<file path="src/design/ext_bus_defines.svh">
// Timing and field constants for the external memory bus sequencer
`ifndef EXT_BUS_DEFINES_SVH
`define EXT_BUS_DEFINES_SVH

`define EB_STATES       3'h6
`define EB_LAST_STATE   3'h5
`define EB_STATE_FIVE   3'h4
`define EB_STATE_SIX    3'h5
`define EB_PHASE_ONE    1'h0
`define EB_PHASE_TWO    1'h1
`define EB_ADDR_LO_MSB  15
`define EB_ADDR_LO_LSB  8
`define EB_BYTE_ZERO    8'h00
`define EB_ADDR_ZERO    16'h0000
`define EB_ADDR_LOW_MSB 7
`define EB_ADDR_LOW_LSB 0

`define EB_TICK_STEP        4'h1
`define EB_TICK_ADDR0       4'h0
`define EB_TICK_ADDR1       4'h1
`define EB_TICK_ADDR_HOLD   4'h2
`define EB_TICK_FETCH_FIRST 4'h3
`define EB_TICK_FETCH_MID   4'h4
`define EB_TICK_FETCH_CAP   4'h5
`define EB_TICK_DATA_LOW1   4'h6
`define EB_TICK_DATA_LOW2   4'h7
`define EB_TICK_DATA_LOW3   4'h8
`define EB_TICK_DATA_LOW4   4'h9
`define EB_TICK_READ_CAP    4'ha
`define EB_TICK_LAST        4'hb

`endif

</file>
<file path="src/design/ext_bus_pkg.sv">
// Types shared by the external memory bus sequencer
package ext_bus_pkg;
    typedef enum logic [1:0] {
        CYC_FETCH,
        CYC_READ,
        CYC_WRITE,
        CYC_IDLE
    } cycle_kind_t;
endpackage

</file>
<file path="src/design/machine_timer.sv">
// Machine cycle state and phase counter
`timescale 1ns/1ps
`include "ext_bus_defines.svh"

module machine_timer (
    input  wire logic       mclk,
    input  wire logic       rst_n,
    output logic [2:0]      stateIdx,
    output logic            phase,
    output logic            cycleEnd
);
    logic [2:0] next_stateIdx;
    logic       next_phase;

    //--------------------------------
    // Six states of two phases
    //--------------------------------
    always_comb begin
        next_phase    = ~phase;
        next_stateIdx = stateIdx;
        if (phase == `EB_PHASE_TWO) begin
            if (stateIdx == `EB_LAST_STATE) begin
                next_stateIdx = 3'h0;
            end else begin
                next_stateIdx = stateIdx + 3'h1;
            end
        end
    end

    always_ff @(posedge mclk) begin
        if (!rst_n) begin
            stateIdx <= 3'h0;
            phase    <= `EB_PHASE_ONE;
        end else begin
            stateIdx <= next_stateIdx;
            phase    <= next_phase;
        end
    end

    assign cycleEnd = (phase == `EB_PHASE_TWO) && (stateIdx == `EB_LAST_STATE);
endmodule

</file>
<file path="src/design/external_memory_bus_cycles.sv">
// External bus cycle sequencer: fetch, data read, data write, port timing
// Functional notes
// Fully static; halted clock loses no state
// Low address valid before latch strobe falls
// Low address held after latch strobe falls
// Address lines stable through each cycle
// Program memory data valid within two periods
// Program store strobe low three periods
// Instruction captured before program strobe rises
// Read strobe low six periods, late start
// Read data valid four periods after strobe
// Write data leads write strobe, six low
// Write data held one period after strobe
// Ports sampled state five, updated state six
// Port input setup before latch strobe falls
// Flash program pulse 290 to 310 microseconds; this design has no flash programming logic
// Flash mode needs reset, strobes held high; this design has no flash mode
// Machine cycle twelve periods, six states
`timescale 1ns/1ps
`include "ext_bus_defines.svh"

module external_memory_bus_cycles (
    input  wire logic        mclk,
    input  wire logic        rst_n,
    input  wire logic [1:0]  reqKind,
    input  wire logic [15:0] reqAddr,
    input  wire logic [7:0]  reqWrData,
    output logic             reqReady,
    output logic [7:0]       rdData,
    output logic             rdValid,
    input  wire logic [7:0]  portOutData,
    output logic [7:0]       portInData,
    input  wire logic [7:0]  portPinIn,
    output logic [7:0]       portPinOut,
    output logic             addrLatchStrobe,
    output logic             program_store_strobe_n,
    output logic             readStrobe_n,
    output logic             writeStrobe_n,
    input  wire logic [7:0]  muxBusIn,
    output logic [7:0]       muxBusOut,
    output logic             muxBusOe,
    output logic [7:0]       highAddr
);
    logic [2:0] stateIdx;
    logic       phase;
    logic       cycleEnd;

    ext_bus_pkg::cycle_kind_t kind;
    ext_bus_pkg::cycle_kind_t next_kind;
    logic [15:0] addr;
    logic [15:0] next_addr;
    logic [7:0]  wrData;
    logic [7:0]  next_wrData;
    logic        dataCycle;
    logic        next_dataCycle;
    logic [7:0]  next_rdData;
    logic        next_rdValid;
    logic [7:0]  next_portInData;
    logic [7:0]  next_portPinOut;
    logic        next_ale;
    logic        next_progStrobe_n;
    logic        next_rd_n;
    logic        next_wr_n;
    logic [7:0]  next_muxBusOut;
    logic        next_muxBusOe;
    logic [7:0]  next_highAddr;

    machine_timer u_timer (
        .mclk     (mclk),
        .rst_n    (rst_n),
        .stateIdx (stateIdx),
        .phase    (phase),
        .cycleEnd (cycleEnd)
    );

    // Tick index 0..11 within the machine cycle
    function automatic logic [3:0] tickOf(input logic [2:0] s, input logic p);
        tickOf = {s, 1'b0} + {3'h0, p};
    endfunction

    logic [3:0] tick;
    assign tick = tickOf(stateIdx, phase);

    // New request accepted only at machine cycle boundary
    assign reqReady = cycleEnd;

    //--------------------------------
    // Cycle selection and latching
    //--------------------------------
    always_comb begin
        next_kind      = kind;
        next_addr      = addr;
        next_wrData    = wrData;
        next_dataCycle = dataCycle;
        if (cycleEnd) begin
            next_kind      = ext_bus_pkg::cycle_kind_t'(reqKind);
            next_addr      = reqAddr;
            next_wrData    = reqWrData;
            next_dataCycle = (reqKind == 2'(ext_bus_pkg::CYC_READ))
                          || (reqKind == 2'(ext_bus_pkg::CYC_WRITE));
        end
    end

    // Tick that the registered outputs will show after this edge
    logic [3:0] nextTick;
    assign nextTick = cycleEnd ? `EB_TICK_ADDR0 : tick + `EB_TICK_STEP;

    // Active-low strobe level for a cycle of the wanted kind
    function automatic logic strobeIdle(input ext_bus_pkg::cycle_kind_t k,
                                        input ext_bus_pkg::cycle_kind_t want);
        strobeIdle = (k != want);
    endfunction

    // Plain clocked state only: a stopped clock freezes it
    always_ff @(posedge mclk) begin
        if (!rst_n) begin
            kind      <= ext_bus_pkg::CYC_IDLE;
            addr      <= `EB_ADDR_ZERO;
            wrData    <= `EB_BYTE_ZERO;
            dataCycle <= 1'b0;
        end else begin
            kind      <= next_kind;
            addr      <= next_addr;
            wrData    <= next_wrData;
            dataCycle <= next_dataCycle;
        end
    end

    //--------------------------------
    // Strobe sequencing
    //--------------------------------
    // Latch strobe high ticks 0-1, falls at tick 2.
    // Fetch: program strobe low ticks 3-5.
    // Data: read or write strobe low ticks 5-10, three after the latch falls.
    always_comb begin
        next_ale          = 1'b0;
        next_progStrobe_n = 1'b1;
        next_rd_n         = 1'b1;
        next_wr_n         = 1'b1;
        if (next_kind != ext_bus_pkg::CYC_IDLE) begin
            unique case (nextTick)
                `EB_TICK_ADDR0: begin
                    next_ale = 1'b1;
                end
                `EB_TICK_ADDR1: begin
                    next_ale = 1'b1;
                end
                `EB_TICK_ADDR_HOLD: begin
                end
                `EB_TICK_FETCH_FIRST: begin
                    next_progStrobe_n = strobeIdle(kind, ext_bus_pkg::CYC_FETCH);
                end
                `EB_TICK_FETCH_MID: begin
                    next_progStrobe_n = strobeIdle(kind, ext_bus_pkg::CYC_FETCH);
                end
                `EB_TICK_FETCH_CAP: begin
                    next_progStrobe_n = strobeIdle(kind, ext_bus_pkg::CYC_FETCH);
                    next_rd_n         = strobeIdle(kind, ext_bus_pkg::CYC_READ);
                    next_wr_n         = strobeIdle(kind, ext_bus_pkg::CYC_WRITE);
                end
                `EB_TICK_DATA_LOW1: begin
                    next_rd_n = strobeIdle(kind, ext_bus_pkg::CYC_READ);
                    next_wr_n = strobeIdle(kind, ext_bus_pkg::CYC_WRITE);
                end
                `EB_TICK_DATA_LOW2: begin
                    next_rd_n = strobeIdle(kind, ext_bus_pkg::CYC_READ);
                    next_wr_n = strobeIdle(kind, ext_bus_pkg::CYC_WRITE);
                end
                `EB_TICK_DATA_LOW3: begin
                    next_rd_n = strobeIdle(kind, ext_bus_pkg::CYC_READ);
                    next_wr_n = strobeIdle(kind, ext_bus_pkg::CYC_WRITE);
                end
                `EB_TICK_DATA_LOW4: begin
                    next_rd_n = strobeIdle(kind, ext_bus_pkg::CYC_READ);
                    next_wr_n = strobeIdle(kind, ext_bus_pkg::CYC_WRITE);
                end
                `EB_TICK_READ_CAP: begin
                    next_rd_n = strobeIdle(kind, ext_bus_pkg::CYC_READ);
                    next_wr_n = strobeIdle(kind, ext_bus_pkg::CYC_WRITE);
                end
                `EB_TICK_LAST: begin
                end
                default: begin
                end
            endcase
        end
    end

    always_ff @(posedge mclk) begin
        if (!rst_n) begin
            addrLatchStrobe        <= 1'b0;
            program_store_strobe_n <= 1'b1;
            readStrobe_n           <= 1'b1;
            writeStrobe_n          <= 1'b1;
        end else begin
            addrLatchStrobe        <= next_ale;
            program_store_strobe_n <= next_progStrobe_n;
            readStrobe_n           <= next_rd_n;
            writeStrobe_n          <= next_wr_n;
        end
    end

    //--------------------------------
    // Multiplexed bus and high address
    //--------------------------------
    always_comb begin
        next_muxBusOut = muxBusOut;
        next_muxBusOe  = 1'b0;
        next_highAddr  = highAddr;
        if (next_kind != ext_bus_pkg::CYC_IDLE) begin
            unique case (nextTick)
                `EB_TICK_ADDR0: begin
                    next_muxBusOut = next_addr[`EB_ADDR_LOW_MSB:`EB_ADDR_LOW_LSB];
                    next_muxBusOe  = 1'b1;
                    next_highAddr  = next_addr[`EB_ADDR_LO_MSB:`EB_ADDR_LO_LSB];
                end
                `EB_TICK_ADDR1: begin
                    next_muxBusOut = next_addr[`EB_ADDR_LOW_MSB:`EB_ADDR_LOW_LSB];
                    next_muxBusOe  = 1'b1;
                    next_highAddr  = next_addr[`EB_ADDR_LO_MSB:`EB_ADDR_LO_LSB];
                end
                `EB_TICK_ADDR_HOLD: begin
                    next_muxBusOe = 1'b1;
                end
                `EB_TICK_FETCH_FIRST: begin
                    if (kind == ext_bus_pkg::CYC_WRITE) begin
                        next_muxBusOut = wrData;
                        next_muxBusOe  = 1'b1;
                    end
                end
                `EB_TICK_FETCH_MID: begin
                    if (kind == ext_bus_pkg::CYC_WRITE) begin
                        next_muxBusOut = wrData;
                        next_muxBusOe  = 1'b1;
                    end
                end
                `EB_TICK_FETCH_CAP: begin
                    if (kind == ext_bus_pkg::CYC_WRITE) begin
                        next_muxBusOut = wrData;
                        next_muxBusOe  = 1'b1;
                    end
                end
                `EB_TICK_DATA_LOW1: begin
                    next_muxBusOe = (kind == ext_bus_pkg::CYC_WRITE);
                end
                `EB_TICK_DATA_LOW2: begin
                    next_muxBusOe = (kind == ext_bus_pkg::CYC_WRITE);
                end
                `EB_TICK_DATA_LOW3: begin
                    next_muxBusOe = (kind == ext_bus_pkg::CYC_WRITE);
                end
                `EB_TICK_DATA_LOW4: begin
                    next_muxBusOe = (kind == ext_bus_pkg::CYC_WRITE);
                end
                `EB_TICK_READ_CAP: begin
                    next_muxBusOe = (kind == ext_bus_pkg::CYC_WRITE);
                end
                `EB_TICK_LAST: begin
                    next_muxBusOe = (kind == ext_bus_pkg::CYC_WRITE);
                end
                default: begin
                end
            endcase
        end
    end

    always_ff @(posedge mclk) begin
        if (!rst_n) begin
            muxBusOut <= `EB_BYTE_ZERO;
            muxBusOe  <= 1'b0;
            highAddr  <= `EB_BYTE_ZERO;
        end else begin
            muxBusOut <= next_muxBusOut;
            muxBusOe  <= next_muxBusOe;
            highAddr  <= next_highAddr;
        end
    end

    //--------------------------------
    // Byte capture and port timing
    //--------------------------------
    always_comb begin
        next_rdData     = rdData;
        next_rdValid    = 1'b0;
        next_portInData = portInData;
        next_portPinOut = portPinOut;
        // Fetch byte taken while the program strobe is still low
        if (kind == ext_bus_pkg::CYC_FETCH && tick == `EB_TICK_FETCH_CAP) begin
            next_rdData  = muxBusIn;
            next_rdValid = 1'b1;
        end
        // Read byte taken on the last low tick of the read strobe
        if (kind == ext_bus_pkg::CYC_READ && tick == `EB_TICK_READ_CAP) begin
            next_rdData  = muxBusIn;
            next_rdValid = 1'b1;
        end
        if (stateIdx == `EB_STATE_FIVE && phase == `EB_PHASE_TWO) begin
            next_portInData = portPinIn;
        end
        if (stateIdx == `EB_STATE_SIX && phase == `EB_PHASE_TWO) begin
            next_portPinOut = portOutData;
        end
    end

    always_ff @(posedge mclk) begin
        if (!rst_n) begin
            rdData     <= `EB_BYTE_ZERO;
            rdValid    <= 1'b0;
            portInData <= `EB_BYTE_ZERO;
            portPinOut <= `EB_BYTE_ZERO;
        end else begin
            rdData     <= next_rdData;
            rdValid    <= next_rdValid;
            portInData <= next_portInData;
            portPinOut <= next_portPinOut;
        end
    end
endmodule

</file>
<file path="config.mk">
export PLATFORM = sky130hd
export DESIGN_NAME = external_memory_bus_cycles
export DESIGN_NICKNAME = d
export VERILOG_FILES = /design/src/design/ext_bus_pkg.sv /design/src/design/machine_timer.sv /design/src/design/external_memory_bus_cycles.sv
export VERILOG_INCLUDE_DIRS = /design/src /design/src/design
export SDC_FILE = /design/constraint.sdc
export NUM_CORES = 1
export LEC_CHECK = 0
export BUFFER_PORTS_ARGS = -buffer_cell sky130_fd_sc_hd__buf_4
export CORE_ASPECT_RATIO = 1.25
export CORE_MARGIN = 8
export CORE_UTILIZATION = 45
export DETAILED_ROUTE_END_ITERATION = 10
export PLACE_DENSITY_LB_ADDON = 0.1
export SYNTH_ARGS = -nofsm -noshare
export SYNTH_HDL_FRONTEND = slang
export SYNTH_SLANG_ARGS = --single-unit
</file>
<file path="constraint.sdc">
create_clock -name mclk -period 5.1 [get_ports mclk]
set_input_delay 1.02 -clock mclk [delete_from_list [all_inputs] [get_ports mclk]]
set_output_delay 1.02 -clock mclk [all_outputs]
set_load 0.1 [all_outputs]
</file>
==> out/qor_table.md <==
| Parameter | This run | Unit |
| --- | --- | --- |
| Peak supply drop | 0.2294 | mV |
| Cell Area, Synth | 2990 | um^2 |
| Global-route wire length before repair | 11.86 | mm |
| Placed wire-length estimate after detailed placement | 5.124 | mm |
| Register bit count reported by yosys | 76 | - |
| Worst skew pair latency | 0.34 | ns |
| Postcts setup bufs | 0 | - |
| Arrival time of the worst setup path | 1.91 | ns |
| Highest-count cells in the layout ignoring fill and taps | buf_4, dfxtp_1, nand2_1 | - |
| CTS HTree Levels | 3 | - |
| Highest net fanout along the worst path | 28 | - |
| Category of the critical setup timing path | flip-flop to output port | - |
| Endpoint with the worst hold slack | portPinOut[1] | - |
| Number of hold violations in the final report | 0 | - |
| Cell Area, Placed | 3716 | um^2 |
| Hold_ws | 0.4547 | ns |
| IO Count | 99 | - |
| Register area share after synthesis | 50.88 | % |
| PD cells | 297.1 | nW/um^2 |
| Syn_nets | 386 | - |
| Vias per Instance | 5.045 | - |
| MaxCap Viol Count | 0 | - |
| Initial DRC count | 106 | - |
| Number of nets in the final layout | 472 | - |
| Clock net sink count | 76 | - |
| Worst hold path type | flip-flop to flip-flop | - |
| Chip width | 88.91 | um |
| Relative slew slack | 32.96 | % |
| Commonest non-fill, non-tap cell in the layout | buf_4 | - |
| Placer's final routability congestion estimate | 0.7999 | - |
| Count of input and output buffers | 98 | - |
| Post-CTS sizing | 0 | - |
| Drt wl/cell | 14.32 | um |
| Unrepaired setup endpoints after global routing | false | - |
| Synth Flop Type | dfxtp_1 | - |
| Global Route met1 Usage | 17.89 | % |
| Setup slack on the worst flop-to-flop path | 2.69 | ns |
| Routing usage on met2 | 25.92 | % |
| GR met3 Demand/Resource | 5.279 | % |
| Post-Syn Instances | 334 | - |
| Setup Total Neg Slack | 0 | ns |
| Core Area | 6482 | um^2 |
| Starting utilization of the core area | 46.13 | % |
| Via Count | 2583 | - |
| Post-synthesis cell type count | 40 | - |
| CP Capture Type | output port | - |
| Pre-Repair DR Iteration Count | 7 | - |
| Area of the die | 9526 | um^2 |
| CTS tree | built | - |
| Filler cells | 597 | - |
| Vert. Die Dim | 107.1 | um |
| Count of antenna diodes in the layout | 0 | - |
| Maximum number of pins on one net before global-route repair | 62 | - |
| Number of pins with negative max-slew slack in the final report | 0 | - |
| Number of synthesized flops with an enable pin | 0 | - |
| Overall global routing resource usage | 15.90 | % |
| Capture point of the worst reg-to-reg path | readStrobe_n | - |
| Clk root buf | clkbuf_8 | - |
| Ys Warns | 0 | - |
| Avg Inst Size Synth | 8.953 | um^2 |
| Hold buffers post-CTS | 0 | - |
| Final critical-path share of the clock period | 57.43 | % |
| Required time of the critical path | 4.08 | ns |
| Status | complete, no violations | - |
| Final critical path time including I/O delays and setup | 2.929 | ns |
| Synth async-reset ratio | 0 | % |
| Startpoint of the worst hold path | portPinOut[1] | - |
| Design area | 3938 | um^2 |
| Share of post-route cells with drive strength above 1 | 29.41 | % |
| Max Freq | 341.4 | MHz |
| Worst Tran Pin Value | 1.004 | ns |
| Total global routing overflow | 0 | - |
| Hold Path Depth | 2 | - |
| CTS clock-pin slew for the worst setup and hold paths | 0.07 | ns |
| Largest buffer count on any clock path | 2 | - |
| Post-detailed-route count of antenna-violating nets | 0 | - |
| Worst reg2reg startpoint | u_timer.stateIdx[1] | - |
| Cts bufs inserted | 9 | - |
| Number of antenna violations at the first check in global routing | 0 | - |
| Area growth from synthesis to layout | 31.67 | % |
| Layer with the highest usage | met2 | - |
| Worst R2R Path Depth | 5 | - |
| Placement row count | 33 | - |
| Post-layout util | 60.74 | % |
| Number of endpoints failing setup at the final stage | 0 | - |
| Residual DRC count | 0 | - |
| CP startpoint kind | flip-flop | - |
| Total length of routed wires | 7.334 | mm |
| Setup Skew | 0.009664 | ns |
| Vias in the first global route | 2557 | - |
| Leakage power | 0.001607 | uW |
-- area by class of cell --
type                       count  area [um^2]  area share, %
timing repair buffer          99        743.2          18.88
multi-input combinational    231         1331          33.81
sequential                    76         1521          38.64
tap                           87        108.9          2.765
clock inverter                 3        42.54          1.080
clock buffer                  13        178.9          4.544
inverter                       3        11.26         0.2860
-- logic make-up after synthesis --
family	share of synthesized area [%]
compound gates	17.28
xor+xnor	0.2929
buf+inv	4.602
flops	50.88
mux	8.870
simple gates	18.08
-- per-stage QoR --
stage	cells	total power (uW)	worst slack, ns
after floorplan	334	657.4	2.246
after global placement	496	695.1	2.559
after detailed placement	496	695.3	2.510
after CTS	512	1183	2.135
after global routing	512	1218	2.026
final	512	1170	2.171
-- worst max path at each step --
stage | start | slack (ns) | to | cells after the start
4_1_cts | u_timer.stateIdx[2] | 2.14 | reqReady | 3
5_1_grt | u_timer.phase | 2.03 | reqReady | 3
3_5_place_dp | u_timer.stateIdx[2] | 2.51 | reqReady | 3
3_3_place_gp | u_timer.stateIdx[2] | 2.56 | reqReady | 3
2_1_floorplan | u_timer.stateIdx[2] | 2.25 | reqReady | 4
6_report | u_timer.stateIdx[2] | 2.17 | reqReady | 3
-- metal layers --
metal  vias to the layer above  routed length, um
li1                       1329                  -
met5                         -                  0
met2                        69               3652
met3                         9                618
met1                      1176               2962
met4                         0                102
-- power by group --
group	internal [uW]	switching, uW
sequential	595	5.98
clock	279	211
combinational	40.2	38.6
-- synth_stat cells (all sizes together), types with 2 or more instances --
cell    count  area (um^2)
mux2i      25        250.2
o21ai      10        50.05
nor2       26        100.1
a211oi      8        60.06
clkbuf     13        48.80
buf        11        77.57
nand3b      3        22.52
o221ai      8        70.07
nand2b      3        18.77
a21oi      43        215.2
o21a        7        52.55
dfxtp      76         1521
or2         3        18.77
clkinv      2        7.510
nand2      65        244.0
nand3      10        50.05
-- critical path, stage by stage, from the launching register on --
cell and delay, ns:
dfxtp_1 0.61, nand4b_2 0.18, inv_2 0.40, buf_4 0.38
-- flip-flops by register name (all words and copies together) (netlist names), 2 cells and up --
register / flops
portPinOut: 8
u_timer.stateIdx: 3
muxBusOut: 8
wrData: 8
highAddr: 8
addr: 16
kind: 2
rdData: 8
portInData: 8
(Power assumes the default switching activity.)
